`src/logic/psac_dummy_unused_marker.sv`:
```
`timescale 1ns/10ps

```
`src/logic/psac_pkg.sv`:
```
package psac_pkg;

    // ****************************************
    // register map
    // ****************************************
    localparam logic [7:0] ADDR_SHADOW = 8'h38;
    localparam logic [7:0] ADDR_INT_STATUS = 8'h40;
    localparam logic [7:0] ADDR_INT_CLEAR = 8'h44;
    localparam logic [7:0] ADDR_INT_ENABLE = 8'h48;

    // ****************************************
    // shared shadow register layout
    // ****************************************
    localparam int WE_BIT = 15;
    localparam int SEL_HI = 14;
    localparam int SEL_LO = 10;
    localparam logic [4:0] SEL_SPARE = 5'h04;
    localparam logic [4:0] SEL_APD = 5'h0a;
    localparam logic [4:0] SEL_RST = 5'h04;

    // spare control fields
    localparam int RETRY_HI = 4;
    localparam int RETRY_LO = 2;
    localparam int ROUTE_BIT = 1;
    localparam logic [2:0] RETRY_RST = 3'h3;
    localparam logic ROUTE_RST = 1'b0;
    localparam logic [3:0] RETRY_BIAS = 4'h2;

    // auto power-down fields
    localparam int APD_EN_BIT = 5;
    localparam int SLEEP_SEL_BIT = 4;
    localparam int WAKE_HI = 3;
    localparam int WAKE_LO = 0;
    localparam logic APD_EN_RST = 1'b0;
    localparam logic SLEEP_SEL_RST = 1'b0;
    localparam logic [3:0] WAKE_RST = 4'h1;

    // ****************************************
    // interrupt status layout
    // ****************************************
    localparam int INT_W = 4;
    localparam int INT_ED_CHG = 0;
    localparam int INT_DOWNGRADE = 1;
    localparam int INT_SLEEP = 2;
    localparam int INT_WAKE = 3;
    localparam logic [INT_W-1:0] INT_RST = 4'h0;

    // ****************************************
    // timing
    // ****************************************
    localparam int unsigned CLK_FREQ_KHZ = 100000;
    localparam int unsigned SLEEP_SHORT_MS = 2700;
    localparam int unsigned SLEEP_LONG_MS = 5400;
    localparam int unsigned WAKE_UNIT_MS = 84;
    localparam int unsigned WAKE_CHECK_US = 1000;
    localparam logic [31:0] SLEEP_SHORT_CYC = 32'(SLEEP_SHORT_MS * CLK_FREQ_KHZ);
    localparam logic [31:0] SLEEP_LONG_CYC = 32'(SLEEP_LONG_MS * CLK_FREQ_KHZ);
    localparam logic [31:0] WAKE_UNIT_CYC = 32'(WAKE_UNIT_MS * CLK_FREQ_KHZ);
    localparam logic [31:0] WAKE_CHECK_CYC = 32'(WAKE_CHECK_US * CLK_FREQ_KHZ / 1000);

    // ****************************************
    // types
    // ****************************************
    typedef struct packed {
        logic wr;
        logic rd;
        logic [7:0] addr;
        logic [15:0] wdata;
    } psac_bus_req_t;

    typedef struct packed {
        logic [2:0] retry;
        logic route;
    } psac_spare_t;

    typedef struct packed {
        logic en;
        logic sleep_sel;
        logic [3:0] wake;
    } psac_apd_t;

    typedef enum logic [2:0] {
        ST_ACTIVE = 3'b001,
        ST_SLEEP = 3'b010,
        ST_WAKE = 3'b100
    } psac_state_t;

endpackage

```
`src/logic/psac_sync2.sv`:
```
`timescale 1ns/10ps
module psac_sync2 (
    input wire logic clk_i,
    input wire logic rst_n_i,
    input wire logic d_i,
    output logic q_o
);
    logic meta_ff;
    logic q_ff;
    logic nxt_meta;
    logic nxt_q;

    // the first stage feeds only the second stage
    always_comb
    begin
        nxt_meta = d_i;
        nxt_q = meta_ff;
    end

    always_ff @(posedge clk_i or negedge rst_n_i)
    begin
        if (!rst_n_i)
        begin
            meta_ff <= 1'b0;
            q_ff <= 1'b0;
        end
        else
        begin
            meta_ff <= nxt_meta;
            q_ff <= nxt_q;
        end
    end

    assign q_o = q_ff;
endmodule

```
`src/logic/psac_retry.sv`:
```
`timescale 1ns/10ps
module psac_retry
    import psac_pkg::*;
(
    input wire logic clk_i,
    input wire logic rst_n_i,
    input wire logic an_fail_i,
    input wire logic link_up_i,
    input wire logic [2:0] limit_i,
    output logic downgrade_o
);
    logic [3:0] cnt_ff;
    logic [3:0] nxt_cnt;
    logic dg_ff;
    logic nxt_dg;
    logic [3:0] target;

    assign target = {1'b0, limit_i} + RETRY_BIAS;

    always_comb
    begin
        nxt_cnt = cnt_ff;
        nxt_dg = dg_ff;
        // a good link restarts the attempt count and lifts the downgrade
        if (link_up_i)
        begin
            nxt_cnt = 4'h0;
            nxt_dg = 1'b0;
        end
        else if (an_fail_i && !dg_ff)
        begin
            nxt_cnt = cnt_ff + 4'h1;
            if (cnt_ff + 4'h1 >= target)
            begin
                nxt_dg = 1'b1;
            end
        end
    end

    always_ff @(posedge clk_i or negedge rst_n_i)
    begin
        if (!rst_n_i)
        begin
            cnt_ff <= 4'h0;
            dg_ff <= 1'b0;
        end
        else
        begin
            cnt_ff <= nxt_cnt;
            dg_ff <= nxt_dg;
        end
    end

    assign downgrade_o = dg_ff;
endmodule

```
`src/logic/psac_top.sv`:
```
// Implementation choice: the address-and-strobe port.
`timescale 1ns/10ps
// Contract
// - bit 15 set writes low ten bits
// - selector 00100 reaches spare control fields
// - selector 01010 reaches auto power-down fields
// - downgrade after retry field plus two failures
// - routing bit puts energy detect on pin
// - mode bit enables auto power-down, default off
// - sleep timer 5.4 s or 2.7 s
// - wake interval is field times 84 ms
module psac_top
    import psac_pkg::*;
#(
    parameter logic [31:0] SLEEP_SHORT_CYC_P = SLEEP_SHORT_CYC,
    parameter logic [31:0] SLEEP_LONG_CYC_P = SLEEP_LONG_CYC,
    parameter logic [31:0] WAKE_UNIT_CYC_P = WAKE_UNIT_CYC,
    parameter logic [31:0] WAKE_CHECK_CYC_P = WAKE_CHECK_CYC
)
(
    input wire logic clk_i,
    input wire logic rst_n_i,
    input wire psac_pkg::psac_bus_req_t bus_req_i,
    output logic [15:0] rdata_o,
    input wire logic energy_detect_i,
    input wire logic phy_interrupt_led_output_n_i,
    input wire logic an_fail_i,
    input wire logic link_up_i,
    output logic interrupt_led_output_n_o,
    output logic speed_downgrade_o,
    output logic low_power_o,
    output logic irq_o
);
    import psac_pkg::*;

    // ****************************************
    // declarations
    // ****************************************
    logic [4:0] sel_ff;
    logic [4:0] nxt_sel;
    psac_spare_t spare_ff;
    psac_spare_t nxt_spare;
    psac_apd_t apd_ff;
    psac_apd_t nxt_apd;
    logic [15:0] rdata_ff;
    logic [15:0] nxt_rdata;
    logic [INT_W-1:0] status_ff;
    logic [INT_W-1:0] nxt_status;
    logic [INT_W-1:0] enable_ff;
    logic [INT_W-1:0] nxt_enable;
    logic [INT_W-1:0] clr;
    logic [INT_W-1:0] ev;
    logic irq_ff;
    logic nxt_irq;
    logic led_n_ff;
    logic nxt_led_n;
    logic ed_s;
    logic ed_d_ff;
    logic dg;
    logic dg_d_ff;
    logic dg_out_ff;
    psac_state_t state_ff;
    psac_state_t nxt_state;
    logic [31:0] cnt_ff;
    logic [31:0] nxt_cnt;
    logic [31:0] cnt_inc;
    logic [31:0] sleep_thr;
    logic [31:0] wake_thr;
    logic lp_ff;
    logic nxt_lp;
    logic wr_shadow;
    logic [4:0] wsel;

    // ****************************************
    // read view of the shared shadow address
    // ****************************************
    // write enable reads back as zero; reserved bits read as zero
    function automatic logic [15:0] shadow_view(input logic [4:0] sel,
                                                input psac_spare_t sp,
                                                input psac_apd_t ap);
        logic [9:0] low;
        low = 10'h000;
        if (sel == SEL_SPARE)
        begin
            low[RETRY_HI:RETRY_LO] = sp.retry;
            low[ROUTE_BIT] = sp.route;
        end
        else if (sel == SEL_APD)
        begin
            low[APD_EN_BIT] = ap.en;
            low[SLEEP_SEL_BIT] = ap.sleep_sel;
            low[WAKE_HI:WAKE_LO] = ap.wake;
        end
        return {1'b0, sel, low};
    endfunction

    // ****************************************
    // synchronisers and sub-blocks
    // ****************************************
    psac_sync2 i_psac_sync2 (
        .clk_i(clk_i),
        .rst_n_i(rst_n_i),
        .d_i(energy_detect_i),
        .q_o(ed_s)
    );

    psac_retry i_psac_retry (
        .clk_i(clk_i),
        .rst_n_i(rst_n_i),
        .an_fail_i(an_fail_i),
        .link_up_i(link_up_i),
        .limit_i(spare_ff.retry),
        .downgrade_o(dg)
    );

    // ****************************************
    // shadow registers
    // ****************************************
    assign wr_shadow = bus_req_i.wr && (bus_req_i.addr == ADDR_SHADOW);
    assign wsel = bus_req_i.wdata[SEL_HI:SEL_LO];

    always_comb
    begin
        nxt_sel = sel_ff;
        nxt_spare = spare_ff;
        nxt_apd = apd_ff;
        if (wr_shadow)
        begin
            // every write picks the shadow; only bit 15 lets the fields change
            nxt_sel = wsel;
            if (bus_req_i.wdata[WE_BIT])
            begin
                // reserved bits are dropped on write
                if (wsel == SEL_SPARE)
                begin
                    nxt_spare.retry = bus_req_i.wdata[RETRY_HI:RETRY_LO];
                    nxt_spare.route = bus_req_i.wdata[ROUTE_BIT];
                end
                else if (wsel == SEL_APD)
                begin
                    nxt_apd.en = bus_req_i.wdata[APD_EN_BIT];
                    nxt_apd.sleep_sel = bus_req_i.wdata[SLEEP_SEL_BIT];
                    nxt_apd.wake = bus_req_i.wdata[WAKE_HI:WAKE_LO];
                end
            end
        end
    end

    always_ff @(posedge clk_i or negedge rst_n_i)
    begin
        if (!rst_n_i)
        begin
            sel_ff <= SEL_RST;
            spare_ff <= '{retry: RETRY_RST, route: ROUTE_RST};
            apd_ff <= '{en: APD_EN_RST, sleep_sel: SLEEP_SEL_RST, wake: WAKE_RST};
        end
        else
        begin
            sel_ff <= nxt_sel;
            spare_ff <= nxt_spare;
            apd_ff <= nxt_apd;
        end
    end

    // ****************************************
    // read port
    // ****************************************
    always_comb
    begin
        nxt_rdata = 16'h0000;
        if (bus_req_i.rd)
        begin
            if (bus_req_i.addr == ADDR_SHADOW)
            begin
                nxt_rdata = shadow_view(sel_ff, spare_ff, apd_ff);
            end
            else if (bus_req_i.addr == ADDR_INT_STATUS)
            begin
                nxt_rdata = {12'h000, status_ff};
            end
            else if (bus_req_i.addr == ADDR_INT_ENABLE)
            begin
                nxt_rdata = {12'h000, enable_ff};
            end
            else
            begin
                nxt_rdata = 16'h0000;
            end
        end
    end

    // ****************************************
    // interrupts and pin routing
    // ****************************************
    assign ev[INT_ED_CHG] = ed_s ^ ed_d_ff;
    assign ev[INT_DOWNGRADE] = dg & ~dg_d_ff;
    assign ev[INT_SLEEP] = (state_ff != ST_SLEEP) && (nxt_state == ST_SLEEP);
    assign ev[INT_WAKE] = (state_ff != ST_WAKE) && (nxt_state == ST_WAKE);
    assign clr = (bus_req_i.wr && bus_req_i.addr == ADDR_INT_CLEAR) ?
                 bus_req_i.wdata[INT_W-1:0] : INT_RST;

    always_comb
    begin
        // an event in the clearing cycle survives the clear
        nxt_status = (status_ff & ~clr) | ev;
        nxt_enable = enable_ff;
        if (bus_req_i.wr && bus_req_i.addr == ADDR_INT_ENABLE)
        begin
            nxt_enable = bus_req_i.wdata[INT_W-1:0];
        end
        nxt_irq = |(nxt_status & nxt_enable);
        // the pin is active low, so energy present pulls it low
        nxt_led_n = spare_ff.route ? ~ed_s : phy_interrupt_led_output_n_i;
    end

    always_ff @(posedge clk_i or negedge rst_n_i)
    begin
        if (!rst_n_i)
        begin
            status_ff <= INT_RST;
            enable_ff <= INT_RST;
            irq_ff <= 1'b0;
            led_n_ff <= 1'b1;
            ed_d_ff <= 1'b0;
            dg_d_ff <= 1'b0;
            dg_out_ff <= 1'b0;
            rdata_ff <= 16'h0000;
        end
        else
        begin
            status_ff <= nxt_status;
            enable_ff <= nxt_enable;
            irq_ff <= nxt_irq;
            led_n_ff <= nxt_led_n;
            ed_d_ff <= ed_s;
            dg_d_ff <= dg;
            dg_out_ff <= dg;
            rdata_ff <= nxt_rdata;
        end
    end

    // ****************************************
    // auto power-down sequencer
    // ****************************************
    assign cnt_inc = cnt_ff + 32'h0000_0001;
    assign sleep_thr = apd_ff.sleep_sel ? SLEEP_LONG_CYC_P : SLEEP_SHORT_CYC_P;
    assign wake_thr = {28'h000_0000, apd_ff.wake} * WAKE_UNIT_CYC_P;

    // a wake field of zero simply means a check on every cycle out of sleep
    always_comb
    begin
        nxt_state = state_ff;
        nxt_cnt = cnt_inc;
        case (state_ff)
            ST_ACTIVE:
            begin
                if (!apd_ff.en || ed_s)
                begin
                    nxt_cnt = 32'h0000_0000;
                end
                else if (cnt_inc >= sleep_thr)
                begin
                    nxt_state = ST_SLEEP;
                    nxt_cnt = 32'h0000_0000;
                end
            end
            ST_SLEEP:
            begin
                if (!apd_ff.en || ed_s)
                begin
                    nxt_state = ST_ACTIVE;
                    nxt_cnt = 32'h0000_0000;
                end
                else if (cnt_inc >= wake_thr)
                begin
                    nxt_state = ST_WAKE;
                    nxt_cnt = 32'h0000_0000;
                end
            end
            ST_WAKE:
            begin
                if (!apd_ff.en || ed_s)
                begin
                    nxt_state = ST_ACTIVE;
                    nxt_cnt = 32'h0000_0000;
                end
                else if (cnt_inc >= WAKE_CHECK_CYC_P)
                begin
                    nxt_state = ST_SLEEP;
                    nxt_cnt = 32'h0000_0000;
                end
            end
            default:
            begin
                nxt_state = ST_ACTIVE;
                nxt_cnt = 32'h0000_0000;
            end
        endcase
        nxt_lp = (nxt_state == ST_SLEEP);
    end

    always_ff @(posedge clk_i or negedge rst_n_i)
    begin
        if (!rst_n_i)
        begin
            state_ff <= ST_ACTIVE;
            cnt_ff <= 32'h0000_0000;
            lp_ff <= 1'b0;
        end
        else
        begin
            state_ff <= nxt_state;
            cnt_ff <= nxt_cnt;
            lp_ff <= nxt_lp;
        end
    end

    assign rdata_o = rdata_ff;
    assign irq_o = irq_ff;
    assign interrupt_led_output_n_o = led_n_ff;
    assign speed_downgrade_o = dg_out_ff;
    assign low_power_o = lp_ff;
endmodule

```
`config.mk`:
```
export PLATFORM = sky130hd
export DESIGN_NAME = psac_top
export DESIGN_NICKNAME = d
export VERILOG_FILES = /design/src/logic/psac_dummy_unused_marker.sv /design/src/logic/psac_pkg.sv /design/src/logic/psac_sync2.sv /design/src/logic/psac_retry.sv /design/src/logic/psac_top.sv
export SDC_FILE = /design/constraint.sdc
export NUM_CORES = 1
export LEC_CHECK = 0
export BUFFER_PORTS_ARGS = -buffer_cell sky130_fd_sc_hd__buf_2
export CAP_MARGIN = 0
export CORE_MARGIN = 4
export CORE_UTILIZATION = 60
export DETAILED_ROUTE_END_ITERATION = 10
export PLACE_DENSITY_LB_ADDON = 0.15
export SLEW_MARGIN = 0
export SYNTH_ARGS = -nofsm -noshare
export SYNTH_HDL_FRONTEND = slang
export SYNTH_SLANG_ARGS = --single-unit
```
`constraint.sdc`:
```
create_clock -name clk_i -period 9.9 [get_ports clk_i]
set_clock_uncertainty 0.2 [all_clocks]
set_input_delay 1.485 -clock clk_i [delete_from_list [all_inputs] [get_ports clk_i]]
set_output_delay 1.485 -clock clk_i [all_outputs]
set_load 0.02 [all_outputs]
```
==> impl_metrics.py <==
metrics = {
    "floorplan": {
        "die-area_sq_um": 10300,
        "die_w_um": 102,
        "fp.coreArea_sq_um": 8380,
        "top_level_ports": 52,
        "rows": 33,
        "chipHeight_um": 102,
        "initial_core_util": 0.628,
    },
    "clocking": {
        "clk_latency_ns": 0.36,
        "hold_buffers": 0,
        "post_cts_resized": 0,
        "numCtsBuffers": 9,
        "cts_tree": "yes",
        "htreeDepth": 3,
        "clkTransAtPathRegs_ns": 0.10,
        "cts_num_sinks": 81,
        "cts-root-buf": "clkbuf_8",
        "postCtsSetupBuffers": 0,
        "clockBufferDepth": 2,
    },
    "synth": {
        "ys_ff_latch": 81,
        "synth_top_area_share": 0.356,
        "ys.flop_type": "dfrtp_1",
        "syn_avg_cell_area_sq_um": 9.42,
        "ys_async_sr_fraction": 1.00,
        "synth_edf_count": 0,
        "synth_top_area_cell": "dfrtp_1",
        "synth.distinct_cells": 68,
        "synthCells": 559,
        "synth_area_sq_um": 5270,
        "netlist_top_cells_area": "dfrtp_1 36%, ha_1 10%, nand2_1 3.8%, nor2_1 3.5%, xnor2_1 3.2%",
        "seq_area_frac_synth": 0.386,
        "yosysWarnings": 0,
    },
    "routing": {
        "ant_nets": 0,
        "vias": 4280,
        "routedWlPerCell_um": 16.5,
        "vias_per_cell": 6.09,
        "first_iter_violations": 238,
        "wirelength_um": 11600,
        "drc_errors": 0,
        "drt_first_pass_iters": 5,
    },
    "worst_setup_path": {
        "worstPathRequired_ns": 9.96,
        "critical-path-max-stage-delay_ns": 0.54,
        "rr_startpoint": "cnt_ff[0]",
        "critPathLaunchType": "register",
        "crit_arrival_ns": 4.56,
        "path_delay_family": "simple AND/OR/NAND/NOR gates",
        "cp_cell_sequence": "ha_1 -> and4_1 -> nand2_1 -> nor3_1 -> and3_1 -> xnor2_1 -> inv_1 -> ha_1 -> nand3_1 -> nor2_1 -> nand3_1 -> nor3_1 -> nand3_1 -> nand4b_1 -> or3_4 -> o31a_4 -> o21ba_1",
        "cp_max_fo": 30,
        "crit_type": "register to register",
        "worst_path_most_repeated_cell": "nand3_1",
        "worstSetupEndpointType": "register",
        "crit_path_top_delay_cell": "dfrtp_1",
        "cp_num_buf_inv": 1,
        "worstSetupStartpoint": "cnt_ff[0]",
    },
    "pwr": {
        "worst_ir_drop_vdd_v": 0.0000802,
        "powerDensity_nw_per_um2": 117,
        "finalPower_mw": 0.668,
        "power.leakage_nw": 2.85,
    },
    "worst_hold_path": {
        "holdCritStartpoint": "i_psac_sync2.meta_ff",
        "hold_class": "register to register",
    },
    "sta": {
        "layout_setup_ws_ns": 5.40,
        "relSlewSlack": 0.244,
        "finalCritPeriodShare": 0.455,
        "rsz0062_at_grt": "false",
        "period_needed_ns": 4.50,
        "worstMarginPinSlew_ns": 1.13,
        "fmaxAchievable_ghz": 0.222,
        "maxSlewViolCount": 0,
        "tns_ns": 0,
        "finalSetupViolCount": 0,
        "timing_hold_violations_final": 0,
    },
    "grt": {
        "grt_usage": 0.239,
        "first_global_vias": 4098,
        "grt_overflow": 0,
        "grt_max_degree": 82,
        "grt_pass1_wl_um": 19800,
        "antenna_found_initial": 0,
    },
    "placement": {
        "port_buffers": 42,
        "detailedPlace.worstSlack_ns": 5.36,
        "place_inst": 687,
        "dpl.hpwl_um": 8770,
        "gp_congestion": 0.848,
    },
    "layout": {
        "fillers": 675,
        "regArea_sq_um": 2030,
        "finalNonFillerCells": 703,
        "drive_gt1_frac": 0.156,
        "area_growth_pct": 8.38,
        "layout.nets": 670,
        "multiInputGateArea_sq_um": 2950,
        "antennaDiodeCount": 0,
    },
    "job": {
        "maxCapViolations": 0,
    },
    "status": {
        "outcome": "finished, final reports clean",
    },
}
power by group:
group,switching (mW),leakage [nW],internal (mW),total [mW]
clock network,0.137,0.117,0.148,0.285
logic,0.0252,1.68,0.0153,0.0405
registers,0.00473,1.05,0.338,0.342
logic make-up after synthesis:
kind of cell | share of synthesized area
AOI/OAI and AO/OA | 0.124
other | 0.000712
buffers and inverters | 0.0587
muxes | 0.0314
DFF | 0.386
xor gates and xnor gates | 0.0532
and+or+nand+nor | 0.236
adders and majority gates | 0.110
placed cells by master, fill, tap and decap left out, drive strengths merged, types with 4 or more instances in the layout:
cell and n:
nor2 49, ha 43, dfrtp 75, a21o 6, and3 11, buf 43, inv 44, mux2 12
nor4 14, a21oi 20, xnor2 19, nand3 19, nand4 18, a211o 4, xor2 13, o21ai 18
nor3 16, a211oi 6, nand2 53, nor2b 10, dfstp 6, a22oi 5, and4 10, clkbuf 9
nand2b 5, conb 7
final cells by class:
type                       count  area share
sequential                    81       0.356
timing repair buffer          43      0.0386
clock inverter                 7      0.0186
multi-input combinational    419       0.516
clock buffer                   9      0.0217
inverter                      39      0.0256
tap                          105      0.0230
stage by stage:
stage	hold WS (ns)	cell area, sq um	util
floorplan	0.131	5290	-
global placement	0.134	5480	0.654
detailed placement	0.136	5480	0.654
CTS	0.145	5710	0.681
global route	0.169	5710	0.681
finish	0.144	5710	0.681
final timing paths:
| path | end | slack [ns] | depth (start not counted) |
|---|---|---|---|
| min | i_psac_sync2.q_o | 0.14 | 0 |
| max | cnt_ff[27] | 5.40 | 17 |
| max in group asynchronous | cnt_ff[12] | 7.74 | 1 |
| max reg2reg | cnt_ff[27] | 5.40 | 17 |
| min in group asynchronous | cnt_ff[3] | 1.06 | 1 |
| min reg2reg | i_psac_sync2.q_o | 0.14 | 0 |
per-layer routing:
layer	GRT usage	vias to the layer above	part of all wire
met3	0.0434	18	0.061
li1	-	2068	-
met1	0.347	2060	0.46
met4	0.0624	0	0.015
met5	0	-	0
met2	0.371	134	0.47
flip-flops by register name, summed over array words and instances, names as in the netlist, 3 cells and up:
signal and cells:
cnt_ff 32, state_ff 3, i_psac_retry.cnt_ff 4, rdata_o 11, status_ff 4, sel_ff 5
spare_ff 4, enable_ff 4, apd_ff 6
cells in the mapped netlist, drive strengths merged (12+ instances only):
cell type / instances
o21ai: 18
mux2: 12
buf: 22
a21oi: 20
ha: 43
dfrtp: 75
nand2: 53
nand3: 19
xor2: 13
xnor2: 19
nor3: 16
inv: 39
nor2: 49
nor4: 14
nand4: 18
Note: power is estimated with default switching activity, not from simulation.
